--- config.mk ---
export PLATFORM = sky130hd
export DESIGN_NAME = split_iso_descriptor_decoder
export DESIGN_NICKNAME = d
export VERILOG_FILES = /design/src/shared/sitd_pkg.sv /design/src/rtl/split_iso_descriptor_decoder.sv
export VERILOG_INCLUDE_DIRS = /design/src /design/src/shared
export SDC_FILE = /design/constraint.sdc
export NUM_CORES = 1
export LEC_CHECK = 0
export BUFFER_PORTS_ARGS = -buffer_cell sky130_fd_sc_hd__buf_2
export CAP_MARGIN = 20
export CORE_AREA = 5 5 122 210
export CTS_BUF_LIST = sky130_fd_sc_hd__clkbuf_4
export DETAILED_ROUTE_END_ITERATION = 10
export DIE_AREA = 0 0 127 215
export PLACE_DENSITY = 0.72
export SLEW_MARGIN = 20
export SYNTH_ARGS = -nofsm -noshare
export SYNTH_HDL_FRONTEND = slang
export SYNTH_SLANG_ARGS = --single-unit
--- constraint.sdc ---
create_clock -name clk_in -period 2.2 [get_ports clk_in]
set_clock_uncertainty 0.1 [all_clocks]
set_input_delay 0.44 -clock clk_in [delete_from_list [all_inputs] [get_ports clk_in]]
set_output_delay 0.44 -clock clk_in [all_outputs]
set_load 0.01 [all_outputs]
--- src/shared/sitd_params.svh ---
// Offsets, field positions and reset values of the split isochronous decoder
`ifndef SITD_PARAMS_SVH
`define SITD_PARAMS_SVH

`define SITD_WORDS      7
`define W_LINK          3'h0
`define W_ROUTE         3'h1
`define W_MASKS         3'h2
`define W_STATE         3'h3
`define W_PAGE0         3'h4
`define W_PAGE1         3'h5
`define W_BACK          3'h6
`define W_LAST          3'h6

`define TERM_BIT        0
`define KIND_MSB        2
`define KIND_LSB        1
`define LINK_LSB        5
`define DIR_BIT         31
`define PORT_MSB        30
`define PORT_LSB        24
`define HUB_MSB         22
`define HUB_LSB         16
`define ENDPT_MSB       11
`define ENDPT_LSB       8
`define FADDR_MSB       6
`define FADDR_LSB       0
`define CMASK_LSB       8
`define SMASK_LSB       0
`define IOC_BIT         31
`define PAGE_BIT        30
`define ACTIVE_BIT      7
`define SPLIT_BIT       1
`define STATUS_MSB      7
`define OFFSET_MSB      11
`define PAGE_BASE_LSB   12
`define TPOS_MSB        4
`define TPOS_LSB        3
`define TCNT_MSB        2
`define TCNT_LSB        0

`define KIND_ITD        2'h0
`define KIND_QH         2'h1
`define KIND_SITD       2'h2
`define KIND_FSTN       2'h3

`define REG_STATUS      8'h00
`define REG_MASK        8'h04
`define REG_CTRL        8'h08
`define REG_STATE       8'h0C

`define EV_DONE         0
`define EV_BADLINK      1
`define EV_SKIP         2
`define EV_WIDTH        3
`define EV_RST          3'h0
`define CTRL_RST        1'h0
`define WORD_RST        32'h00000000

`endif

--- src/shared/sitd_pkg.sv ---
// Types shared by the split isochronous descriptor decoder
package sitd_pkg;
	typedef enum logic {PH_START, PH_COMPLETE} split_phase_t;
	typedef logic [31:0] desc_word_t;
endpackage

--- src/rtl/split_iso_descriptor_decoder.sv ---
// Fetch, decode and split scheduling of one split isochronous descriptor
`timescale 1ns/100ps
`include "sitd_params.svh"

module split_iso_descriptor_decoder
(
	input  wire logic               clk_in,
	input  wire logic               rst_in,
	input  wire logic [7:0]         reg_addr_in,
	input  wire logic [31:0]        reg_wdata_in,
	input  wire logic               reg_wr_in,
	input  wire logic               reg_rd_in,
	output logic [31:0]             reg_rdata_out,
	input  wire sitd_pkg::desc_word_t desc_word_in,
	input  wire logic [2:0]         desc_index_in,
	input  wire logic               desc_valid_in,
	input  wire logic [2:0]         uframe_in,
	input  wire logic               uframe_tick_in,
	input  wire logic               threshold_tick_in,
	input  wire logic               txn_done_in,
	input  wire logic               txn_last_in,
	input  wire logic               page_advance_in,
	output logic                    start_split_out,
	output logic                    complete_split_out,
	output logic                    dir_in_out,
	output logic [6:0]              translator_port_out,
	output logic [6:0]              translator_hub_out,
	output logic [3:0]              target_endpoint_out,
	output logic [6:0]              function_address_out,
	output logic [31:0]             buffer_address_out,
	output logic [26:0]             next_element_link_out,
	output logic [1:0]              element_kind_out,
	output logic                    next_link_valid_out,
	output logic [26:0]             back_link_out,
	output logic                    back_link_valid_out,
	output logic [1:0]              transaction_position_out,
	output logic [2:0]              transaction_count_out,
	output logic                    wb_valid_out,
	output logic [2:0]              wb_index_out,
	output sitd_pkg::desc_word_t    wb_word_out,
	output logic                    irq_out
);
	import sitd_pkg::*;

	// Link kinds that a periodic element may legally point at
	function automatic logic link_kind_ok(input logic [1:0] kind);
		link_kind_ok = (kind != `KIND_FSTN);
	endfunction

	desc_word_t                 desc_r [`SITD_WORDS];
	desc_word_t                 desc_nxt [`SITD_WORDS];
	logic                       loaded_r;
	logic                       loaded_nxt;
	logic                       enable_r;
	logic                       enable_nxt;
	logic                       pend_r;
	logic                       pend_nxt;
	logic [`EV_WIDTH-1:0]       status_r;
	logic [`EV_WIDTH-1:0]       status_nxt;
	logic [`EV_WIDTH-1:0]       mask_r;
	logic [`EV_WIDTH-1:0]       mask_nxt;
	logic [`EV_WIDTH-1:0]       ev;
	logic [31:0]                rdata_nxt;
	logic                       start_nxt;
	logic                       complete_nxt;
	logic [31:0]                buf_addr_nxt;
	logic                       wb_valid_nxt;
	desc_word_t                 wb_word_nxt;
	logic                       irq_nxt;
	logic                       active;
	logic                       start_hit;
	logic                       comp_hit;
	logic                       sched;
	split_phase_t               phase;

	// Decoded fields are slices of the stored words, so they track any update
	assign next_element_link_out = desc_r[`W_LINK][31:`LINK_LSB];
	assign element_kind_out = desc_r[`W_LINK][`KIND_MSB:`KIND_LSB];
	assign next_link_valid_out = !desc_r[`W_LINK][`TERM_BIT];
	assign back_link_out = desc_r[`W_BACK][31:`LINK_LSB];
	assign back_link_valid_out = !desc_r[`W_BACK][`TERM_BIT];
	assign dir_in_out = desc_r[`W_ROUTE][`DIR_BIT];
	assign translator_port_out =
		desc_r[`W_ROUTE][`PORT_MSB:`PORT_LSB];
	assign translator_hub_out = desc_r[`W_ROUTE][`HUB_MSB:`HUB_LSB];
	assign target_endpoint_out =
		desc_r[`W_ROUTE][`ENDPT_MSB:`ENDPT_LSB];
	assign function_address_out =
		desc_r[`W_ROUTE][`FADDR_MSB:`FADDR_LSB];
	assign transaction_position_out =
		desc_r[`W_PAGE1][`TPOS_MSB:`TPOS_LSB];
	assign transaction_count_out =
		desc_r[`W_PAGE1][`TCNT_MSB:`TCNT_LSB];
	assign wb_index_out = `W_STATE;

	always_comb
	begin
		desc_nxt = desc_r;
		loaded_nxt = loaded_r;
		enable_nxt = enable_r;
		pend_nxt = pend_r;
		mask_nxt = mask_r;
		ev = `EV_RST;
		wb_valid_nxt = 1'b0;
		rdata_nxt = 32'h00000000;

		// Word 0 restarts a fetch; the seventh word completes it
		if (desc_valid_in && desc_index_in <= `W_LAST)
		begin
			desc_nxt[desc_index_in] = desc_word_in;
			if (desc_index_in == `W_LINK)
				loaded_nxt = 1'b0;
			else if (desc_index_in == `W_LAST)
				loaded_nxt = 1'b1;
		end

		active = desc_r[`W_STATE][`ACTIVE_BIT];
		phase = desc_r[`W_STATE][`SPLIT_BIT] ? PH_COMPLETE : PH_START;
		start_hit = desc_r[`W_MASKS][`SMASK_LSB + uframe_in];
		comp_hit = desc_r[`W_MASKS][`CMASK_LSB + uframe_in];
		sched = uframe_tick_in && loaded_r && enable_r && active;
		start_nxt = sched && phase == PH_START && start_hit;
		complete_nxt = sched && phase == PH_COMPLETE && comp_hit;

		// A bad link is flagged, never followed
		if (sched && next_link_valid_out && !link_kind_ok(element_kind_out))
			ev[`EV_BADLINK] = 1'b1;
		if (uframe_tick_in && loaded_r && enable_r && !active)
			ev[`EV_SKIP] = 1'b1;

		// Threshold clears first, so a completion in this cycle stays pending
		if (threshold_tick_in && pend_r)
		begin
			pend_nxt = 1'b0;
			ev[`EV_DONE] = 1'b1;
		end

		// Only the state word is ever modified and returned
		if (txn_done_in && loaded_r && active)
		begin
			wb_valid_nxt = 1'b1;
			if (phase == PH_START)
				desc_nxt[`W_STATE][`SPLIT_BIT] = 1'b1;
			else if (txn_last_in)
			begin
				desc_nxt[`W_STATE][`SPLIT_BIT] = 1'b0;
				desc_nxt[`W_STATE][`ACTIVE_BIT] = 1'b0;
				if (desc_r[`W_STATE][`IOC_BIT])
					pend_nxt = 1'b1;
			end
		end
		if (page_advance_in && loaded_r && !dir_in_out)
		begin
			desc_nxt[`W_STATE][`PAGE_BIT] = 1'b1;
			wb_valid_nxt = 1'b1;
		end
		wb_word_nxt = desc_nxt[`W_STATE];

		buf_addr_nxt = {desc_nxt[`W_STATE][`PAGE_BIT] ?
			desc_nxt[`W_PAGE1][31:`PAGE_BASE_LSB] :
			desc_nxt[`W_PAGE0][31:`PAGE_BASE_LSB],
			desc_nxt[`W_PAGE0][`OFFSET_MSB:0]};

		// New events win over a simultaneous write-one-to-clear
		status_nxt = status_r;
		if (reg_wr_in && reg_addr_in == `REG_STATUS)
			status_nxt = status_r & ~reg_wdata_in[`EV_WIDTH-1:0];
		status_nxt = status_nxt | ev;
		if (reg_wr_in && reg_addr_in == `REG_MASK)
			mask_nxt = reg_wdata_in[`EV_WIDTH-1:0];
		if (reg_wr_in && reg_addr_in == `REG_CTRL)
			enable_nxt = reg_wdata_in[0];
		if (reg_rd_in)
		begin
			case (reg_addr_in)
				`REG_STATUS: rdata_nxt = {29'h0, status_r};
				`REG_MASK:   rdata_nxt = {29'h0, mask_r};
				`REG_CTRL:   rdata_nxt = {31'h0, enable_r};
				`REG_STATE:  rdata_nxt = {27'h0, pend_r,
					desc_r[`W_STATE][`PAGE_BIT], active,
					desc_r[`W_STATE][`SPLIT_BIT], loaded_r};
				default:     rdata_nxt = 32'h00000000;
			endcase
		end
		irq_nxt = |(status_nxt & mask_nxt);
	end

	always_ff @(posedge clk_in)
	begin
		if (rst_in)
		begin
			for (int i = 0; i < `SITD_WORDS; i++)
				desc_r[i] <= `WORD_RST;
			loaded_r <= 1'b0;
			enable_r <= `CTRL_RST;
			pend_r <= 1'b0;
			status_r <= `EV_RST;
			mask_r <= `EV_RST;
			reg_rdata_out <= 32'h00000000;
			start_split_out <= 1'b0;
			complete_split_out <= 1'b0;
			buffer_address_out <= 32'h00000000;
			wb_valid_out <= 1'b0;
			wb_word_out <= `WORD_RST;
			irq_out <= 1'b0;
		end
		else
		begin
			desc_r <= desc_nxt;
			loaded_r <= loaded_nxt;
			enable_r <= enable_nxt;
			pend_r <= pend_nxt;
			status_r <= status_nxt;
			mask_r <= mask_nxt;
			reg_rdata_out <= rdata_nxt;
			start_split_out <= start_nxt;
			complete_split_out <= complete_nxt;
			buffer_address_out <= buf_addr_nxt;
			wb_valid_out <= wb_valid_nxt;
			wb_word_out <= wb_word_nxt;
			irq_out <= irq_nxt;
		end
	end

	property p_start_masked;
		@(posedge clk_in) disable iff (rst_in)
		start_split_out |-> $past(uframe_tick_in && start_hit &&
			phase == PH_START);
	endproperty
	a_start_masked: assert property (p_start_masked)
		else $error("start-split outside start mask");

	property p_complete_masked;
		@(posedge clk_in) disable iff (rst_in)
		complete_split_out |-> $past(uframe_tick_in && comp_hit &&
			phase == PH_COMPLETE);
	endproperty
	a_complete_masked: assert property (p_complete_masked)
		else $error("complete-split outside completion mask");

	property p_phase_advance;
		@(posedge clk_in) disable iff (rst_in)
		(txn_done_in && loaded_r && active && phase == PH_START &&
			!desc_valid_in) |=> desc_r[`W_STATE][`SPLIT_BIT] && wb_valid_out;
	endproperty
	a_phase_advance: assert property (p_phase_advance)
		else $error("split state did not move to complete phase");

	property p_inactive_silent;
		@(posedge clk_in) disable iff (rst_in)
		!active |=> !start_split_out && !complete_split_out;
	endproperty
	a_inactive_silent: assert property (p_inactive_silent)
		else $error("split issued for inactive descriptor");

	property p_done_at_threshold;
		@(posedge clk_in) disable iff (rst_in)
		$rose(status_r[`EV_DONE]) |-> $past(threshold_tick_in && pend_r);
	endproperty
	a_done_at_threshold: assert property (p_done_at_threshold)
		else $error("completion interrupt not at threshold");

	property p_irq_level;
		@(posedge clk_in) disable iff (rst_in)
		irq_out == |(status_r & mask_r);
	endproperty
	a_irq_level: assert property (p_irq_level)
		else $error("interrupt output disagrees with status and mask");

	property p_offset_kept;
		@(posedge clk_in) disable iff (rst_in)
		$past(!desc_valid_in) |->
			buffer_address_out == {desc_r[`W_STATE][`PAGE_BIT] ?
			desc_r[`W_PAGE1][31:`PAGE_BASE_LSB] :
			desc_r[`W_PAGE0][31:`PAGE_BASE_LSB],
			desc_r[`W_PAGE0][`OFFSET_MSB:0]};
	endproperty
	a_offset_kept: assert property (p_offset_kept)
		else $error("buffer address offset mismatch");

	property p_wb_state_only;
		@(posedge clk_in) disable iff (rst_in)
		wb_valid_out |-> wb_index_out == `W_STATE &&
			wb_word_out[29:8] == $past(desc_r[`W_STATE][29:8]);
	endproperty
	a_wb_state_only: assert property (p_wb_state_only)
		else $error("write-back altered read-only field");

	property p_one_split;
		@(posedge clk_in) disable iff (rst_in)
		!(start_split_out && complete_split_out);
	endproperty
	a_one_split: assert property (p_one_split)
		else $error("start and complete split together");

endmodule // split_iso_descriptor_decoder

## Yosys cells after proc, flatten, opt, wreduce, memory -nomap -nowiden

Index checks and enable logic that the tools add are counted.

- ROM bits: 0
- Output and inout bits: 192
- Latch bits: 0
- RAM bits: 0
- Memories kept: 0
- Input port bits: 88
- Register bits after elaboration: 301

- Shifts and indexed selects: 0
- Equal/unequal tests: 5
- Order comparisons: 5
- Divide/modulo/power cells: 0
- $mul: 0
- Add/sub/neg operators: 1
- Bitwise logic cells: 7
- Muxes and demuxes: 32
- Reduce and logical (&&, ||, !) cells: 31

Operators with widths:

| operator | count |
|---|---|
| $bwmux W224 | 1 |
| $mux W127 | 1 |
| $demux W32 S3 | 1 |
| $mux W32 | 1 |
| $mux W1 | 22 |
| $logic_and A1 B1 Y1 | 20 |
| $mux W20 | 1 |
| $pmux W5 S4 | 1 |
| $eq A8 B4 Y1 const B | 2 |
| $eq A8 B3 Y1 const B | 1 |
| $logic_not A8 Y1 | 1 |
| $and A3 B3 Y3 | 2 |
| $lt A3 B6 Y1 const B | 1 |
| $lt A5 B6 Y1 const B | 1 |
| $mux W3 | 2 |
| $add A4 B3 Y5 const A | 1 |
| $bmux W1 S5 | 1 |
| $logic_not A1 Y1 | 5 |
| $ge A4 B4 Y1 const B | 1 |
| $lt A4 B1 Y1 const B | 1 |
| $not A3 Y4 | 1 |
| $bmux W1 S3 | 1 |
| $eq A3 B3 Y1 const B | 1 |
| $le A3 B3 Y1 const B | 1 |
| other kinds (9) | 10 |

## Longest topological paths before layout

Gate-level depths: netlist (run 1).

- Word-level depth: 10
- Depth in mapped cells: 7

## Least setup slack after synthesis (run 1)

OpenSTA, ideal clock, no wires.

- Kind: input port to flip-flop
- Start: in reg_addr_in[3]
- End: reg irq_out
- Buffers on the path: 1
- Slack: 254 ps
- Data arrival time: 1724 ps
- Stages on the path: 5
- Setup time: 122 ps
- Path through: buf_6 -> or4b_4 -> o41ai_2 -> a221oi_1 -> a221o_1

- Longest elaborated chain between the ends: 6

Ends and longest elaborated chain:

| what | line | RTL |
|---|---|---|
| start, declared | split_iso_descriptor_decoder.sv:9 | `input wire logic [7:0] reg_addr_in,` |
| $logic_not A8 Y1 | -- |  |
| $logic_and A1 B1 Y1 (no source line) | -- |  |
| $mux W3 | split_iso_descriptor_decoder.sv:166 | `` if (reg_wr_in && reg_addr_in == `REG_STATUS) `` |
| $or A3 B3 Y3 | split_iso_descriptor_decoder.sv:168 | `status_nxt = status_nxt \| ev;` |
| $and A3 B3 Y3 (*) | split_iso_descriptor_decoder.sv:185 | `irq_nxt = \|(status_nxt & mask_nxt);` |
| $reduce_or A3 Y1 (*) | split_iso_descriptor_decoder.sv:185 |  |
| end signal, assigned | split_iso_descriptor_decoder.sv:221 | `irq_out <= irq_nxt;` |
| end, declared | split_iso_descriptor_decoder.sv:41 | `output logic irq_out` |

Mark *: on every way between the ends. The rest lies on a longest branch, timed or not.
A chain may end at the register's enable or synchronous reset.

==> impl_metrics.ini, run 1 <==
[run_status]
status = finished clean

[worst_setup_path]
r2r_cells = 4
arrival_ns = 1.30
path_max_fanout = 8
cp-end-kind = output pin
cp_cell_sequence = buf_2
max_stage_delay_ns = 0.45
path_class = register to output pin
critPathTopFamily = flip-flops
crit_buf_inv = 1
startpoint_type = register
crit_required_ns = 1.66
critPathSlowestCell = dfxtp_1
critical_path_depth = 1

[yosys]
syn_inst = 1102
ys_async_sr_fraction_pct = 0
ys_seq_elements = 227
netlist-cell-type-count = 43
synthFlopType = dfxtp_1
syn_area_per_cell_um2 = 8.42
synth_edf_count = 0
yosysWarnings = 0
netlist_area_mm2 = 0.00928
seq_area_frac_synth_pct = 49.0

[floorplan]
fp.dieH_um = 215
design.die.area_mm2 = 0.0273
initial_core_util_pct = 38.9
core_mm2 = 0.0238
die_w_um = 127
ios = 280
num_rows = 75

[clocking]
cts.sinks = 227
cts_tree = built
clk_latency_ns = 0.67
clkTransAtPathRegs_ns = 0.07
cts_resized = 0
clk_path_buf_depth = 3
htreeDepth = 2
cts_buffers = 53
cts-root-buf = clkbuf_4

[sta]
drv_slew = 0
fmax_ghz = 0.543
finalCritPeriodShare_pct = 83.6
fin_worst_hold_slack_ns = 0.0745
setup_viol = 0
finalHoldViolCount = 0
rsz0062_at_grt = no
fin_tns_setup_ns = 0
fin_crit_ns = 1.84

[grt]
grt.total_usage_pct = 19.4
antenna_found_initial = 4
grt_pass1_wl_um = 41500
grt_start_max_net_pins = 56
grt_pass1_vias = 7815
overflow = 0

[power]
p_seq_share_pct = 50.7
leakage_nw = 4.76
pwr-share-clk_pct = 41.0
combPwrFrac_pct = 8.3
peakVddDrop_uv = 361
p_sw_w = 0.00210
intPower_w = 0.00627
swShare_pct = 25.1
power_density_mw_per_mm2 = 771

[min_path]
hp-class = input port to register
hold_depth = 4

[place]
dp.cells = 1467
placed_area_mm2 = 0.00973
gp_congestion = 0.868
port-buffer-count = 220
dp_hpwl_um = 19100

[routing]
dr.pass1.iters = 6
vias = 7836
vias_per_cell = 4.88
drt_wl_total_um = 27200
drtIter0Drc = 386
detail_route.wl_per_cell_um = 17.0
ant_nets = 0
drcViolationCount = 0

[final_layout]
nNetsFinal = 1345
ff_latch_area_mm2 = 0.00454
final_cell_mix = nand2_1 (329), dfxtp_1 (227), buf_2 (219), a21oi_1 (171), clkbuf_4 (75)
fin_area_mm2 = 0.0108
fillCellCount = 2350
drive_gt1_share_pct = 26.9
fin_cells = 1605
final_common_cell = nand2_1
final_util_pct = 45.5
syn_to_final_growth_pct = 16.9
multi_input_area_mm2 = 0.00336

[flow_run]
drv_cap = 0
kinds of logic after synthesis:
group	after synthesis	synth area share, %
and+or+nand+nor	405	18.2
buffers and inverters	230	16.0
DFF	227	49.0
AOI/OAI and AO/OA	203	12.3
muxes	35	4.45
other	2	0.0809
layer usage:
layer  up-vias  GRT usage (%)  share of wire, %
met4         6           10.1               4.2
met1      3701           19.6                36
met5         -              0              0.12
met2       289           36.1                53
li1       3768              -                 -
met3        72           4.55               6.3
flip-flops by register name, indices dropped and copies added (netlist names), 2 cells and up:
signal and cells:
function_address_out 7, next_element_link_out 27, reg_rdata_out 5, mask_r 3, target_endpoint_out 4, transaction_count_out 3
buffer_address_out 32, status_r 3, element_kind_out 2, translator_port_out 7, desc_r 89, transaction_position_out 2
back_link_out 27, translator_hub_out 7
area by class of cell:
type / instances / area share [%]
antenna: 1 / 0.0231
clock buffer: 75 / 5.19
clock inverter: 19 / 1.16
inverter: 4 / 0.138
multi-input combinational: 673 / 31.0
sequential: 227 / 41.9
tap: 308 / 3.55
timing repair buffer: 298 / 17.1
power by group through the flow:
stage | clock (W) | combinational [W] | sequential, W
final | 0.00343 | 0.000693 | 0.00424
after global routing | 0.00376 | 0.000750 | 0.00425
after CTS | 0.00355 | 0.000696 | 0.00424
after detailed placement | 0 | 0.000637 | 0.00434
after global placement | 0 | 0.000626 | 0.00433
after floorplan | 0 | 0.000408 | 0.00434
synthesized netlist by cell type, drive strengths merged (3+ instances only):
cell,count,share of area (%)
a2bb2oi,20,1.9
clkbuf,47,1.9
inv,4,0.16
nor2,34,1.4
nand2,329,13
buf,179,14
nand4,8,0.54
a21oi,171,9.2
o31ai,3,0.30
mux4,5,1.2
nand3,5,0.27
nand4b,3,0.28
nor2b,4,0.27
dfxtp,227,49
mux2i,30,3.2
a31oi,3,0.20
and3,3,0.20
worst min-delay path, delay by kind of cell:
| family | cells | cell delay, ns |
|---|---|---|
| simple gates | 3 | 0.25 |
| buf+inv | 1 | 0.11 |
through the flow:
| stage | total power, W | setup WS [ns] |
|---|---|---|
| finish | 0.00837 | 0.360 |
| global route | 0.00876 | 0.248 |
| CTS | 0.00849 | 0.293 |
| detailed placement | 0.00498 | 0.114 |
| global placement | 0.00496 | 0.115 |
| floorplan | 0.00475 | 0.254 |
what timing repair did:
action                    CTS  global route
hold buffers               43             0
buffers inserted            0             0
hold endpoints to repair  180             0
worst paths after layout:
kind	from	endpoint	slack (ns)
hold / removal	reg_addr_in[6]	reg_rdata_out[2]	0.07
setup reg to reg	active	irq_out	0.48
hold reg to reg	function_address_out[0]	function_address_out[0]	0.35
setup / recovery	desc_r[97]	wb_word_out[1]	0.36
No activity file was read; power rests on OpenSTA's default activity.
==> inputs of run 2 (changes only) <==
clock period = 1.9 ns   (was 2.2 ns; I/O delays follow)
==> run 2 against run 1 <==
Core utilization grew 0.74 points. Count of clock-buffer cells in the layout shrank 6. Critical endpoint is now enable_r. Sequential cell count is the same. Largest power group unchanged. Highest routed layer unchanged.
==> impl_metrics.ini, run 2 (synthesis results as in run 1) <==
[routing]
drcViolationCount = 0
drtIter0Drc = 447
wl_met1_um = 9690
vias = 7902
routed-wl-met2_um = 14100
detail_route.wl_per_cell_um = 16.9
vias_per_cell = 4.87
drt_wl_total_um = 27400
ant_nets = 0
dr.pass1.iters = 5
routed-wl-met3_um = 1910
top_layer = met5

[sta]
finalCritPeriodShare_pct = 97.3
fin_tns_setup_ns = 0
rsz0062_at_grt = no
drv_slew = 0
fin_worst_hold_slack_ns = 0.0662
fin_crit_ns = 1.85
finalHoldViolCount = 0
setup_viol = 0
fmax_ghz = 0.541

[final_layout]
reg_top3 = desc_r x89, buffer_address_out x32
largest_register_ffs = 89
final_common_cell = nand2_1
syn_to_final_growth_pct = 18.8
max_flop_register = desc_r
final_cell_mix = nand2_1 (329), dfxtp_1 (227), buf_2 (219), a21oi_1 (171), clkbuf_4 (69)
fin_cells = 1621
nNetsFinal = 1365
fin_area_mm2 = 0.0110
drive_gt1_share_pct = 28.0

[clocking]
cts_buffers = 52
htreeDepth = 2
cts_tree = built
cts-root-buf = clkbuf_4
clk_latency_ns = 0.67
cts.sinks = 227
cts_resized = 0
clkTransAtPathRegs_ns = 0.08
clk_path_buf_depth = 3

[floorplan]
fp.dieH_um = 215
die_w_um = 127
core_mm2 = 0.0238
design.die.area_mm2 = 0.0273
ios = 280
num_rows = 75
initial_core_util_pct = 38.9

[worst_setup_path]
critPathSlowestCell = dlygate4sd3_1
startpoint_type = input port
r2r-start = desc_r[132]
crit_required_ns = 2.33
r2r-end = start_split_out
regToRegSetupSlack_ns = 0.15
cpMostUsedCell = dlygate4sd3_1
max_stage_delay_ns = 0.57
path_class = input port to register
path_max_fanout = 10
r2r_cells = 4
critPathLaunch = reg_addr_in[2]
arrival_ns = 2.28
cp_cell_sequence = dlygate4sd3_1, buf_2, buf_4, nor2b_1, nand4_1, mux2i_1, dlygate4sd3_1, nor2_1
cp-end-kind = register

[power]
peakVddDrop_uv = 459
power_w = 0.00948
power_density_mw_per_mm2 = 860
leakage_nw = 4.86

[place]
port-buffer-count = 220
placed_area_mm2 = 0.00992
dp.cells = 1484
gp_congestion = 0.854
dp_hpwl_um = 19400

[run_status]
status = finished clean

[min_path]
hold_depth = 5
hp-class = input port to register
hold_start = reg_addr_in[6]
whs_endpoint = reg_rdata_out[2]

[grt]
grt.total_usage_pct = 19.4
grt_pass1_wl_um = 41900
grt_start_max_net_pins = 41
grt_pass1_vias = 7861
antenna_found_initial = 4
overflow = 0

[flow_run]
drv_cap = 0
run 2: changes by cell type in the layout (fill, tap and decap cells not counted):
cell,change
clkinv_2,+8
buf_12,+5
clkinv_1,-7
clkbuf_4,-6
dlygate4sd3_1,+4
clkinvlp_4,+1
buf_4,+12
bufinv_16,-1
run 2: cell type report:
| cell class | count | area, um2 |
|---|---|---|
| sequential | 227 | 4540 |
| clock buffer | 69 | 518 |
| tap | 308 | 385 |
| antenna | 1 | 2.50 |
| timing repair buffer | 319 | 2080 |
| fill | 2307 | 12800 |
| clock inverter | 20 | 118 |
| inverter | 4 | 15.0 |
| multi-input combinational | 673 | 3360 |
run 2: how the worst max path moves through the flow:
| stage | end | cells past startpoint |
|---|---|---|
| after floorplan | irq_out | 5 |
| after global placement | irq_out | 5 |
| after detailed placement | irq_out | 5 |
| after CTS | wb_word_out[1] | 1 |
| after global routing | wb_word_out[1] | 1 |
| final | enable_r | 8 |
run 2: stage by stage:
stage / worst slack [ns] / util [%]
floorplan: 0.0141 / -
global placement: -0.0995 / 41.6
detailed placement: -0.120 / 41.6
CTS: 0.0389 / 46.2
global route: 0.0120 / 46.3
finish: 0.0516 / 46.3
run 2: what timing repair did:
item | in CTS | in global routing
hold endpoints to repair | 204 | 0
buffers inserted | 0 | 0
hold buffers | 47 | 0
endpoints found under the setup margin | 0 | 0
run 2: critical path: cells and delay by family:
kind	cells	cell delay, ns
buf+inv	4	1.47
simple gates	3	0.26
mux	1	0.16
run 2: where the power goes:
| group | switching (W) | internal (W) | leakage [nW] |
|---|---|---|---|
| Combinational | 0.000509 | 0.000328 | 2.64 |
| Clock | 0.00189 | 0.00184 | 0.383 |
| Sequential | 0.0000467 | 0.00487 | 1.84 |
run 2: routing by layer:
layer	up-vias	global-route usage, %
met4	6	12.1
met3	94	5.14
li1	3804	-
met1	3673	19.6
met2	325	34.9
met5	-	0
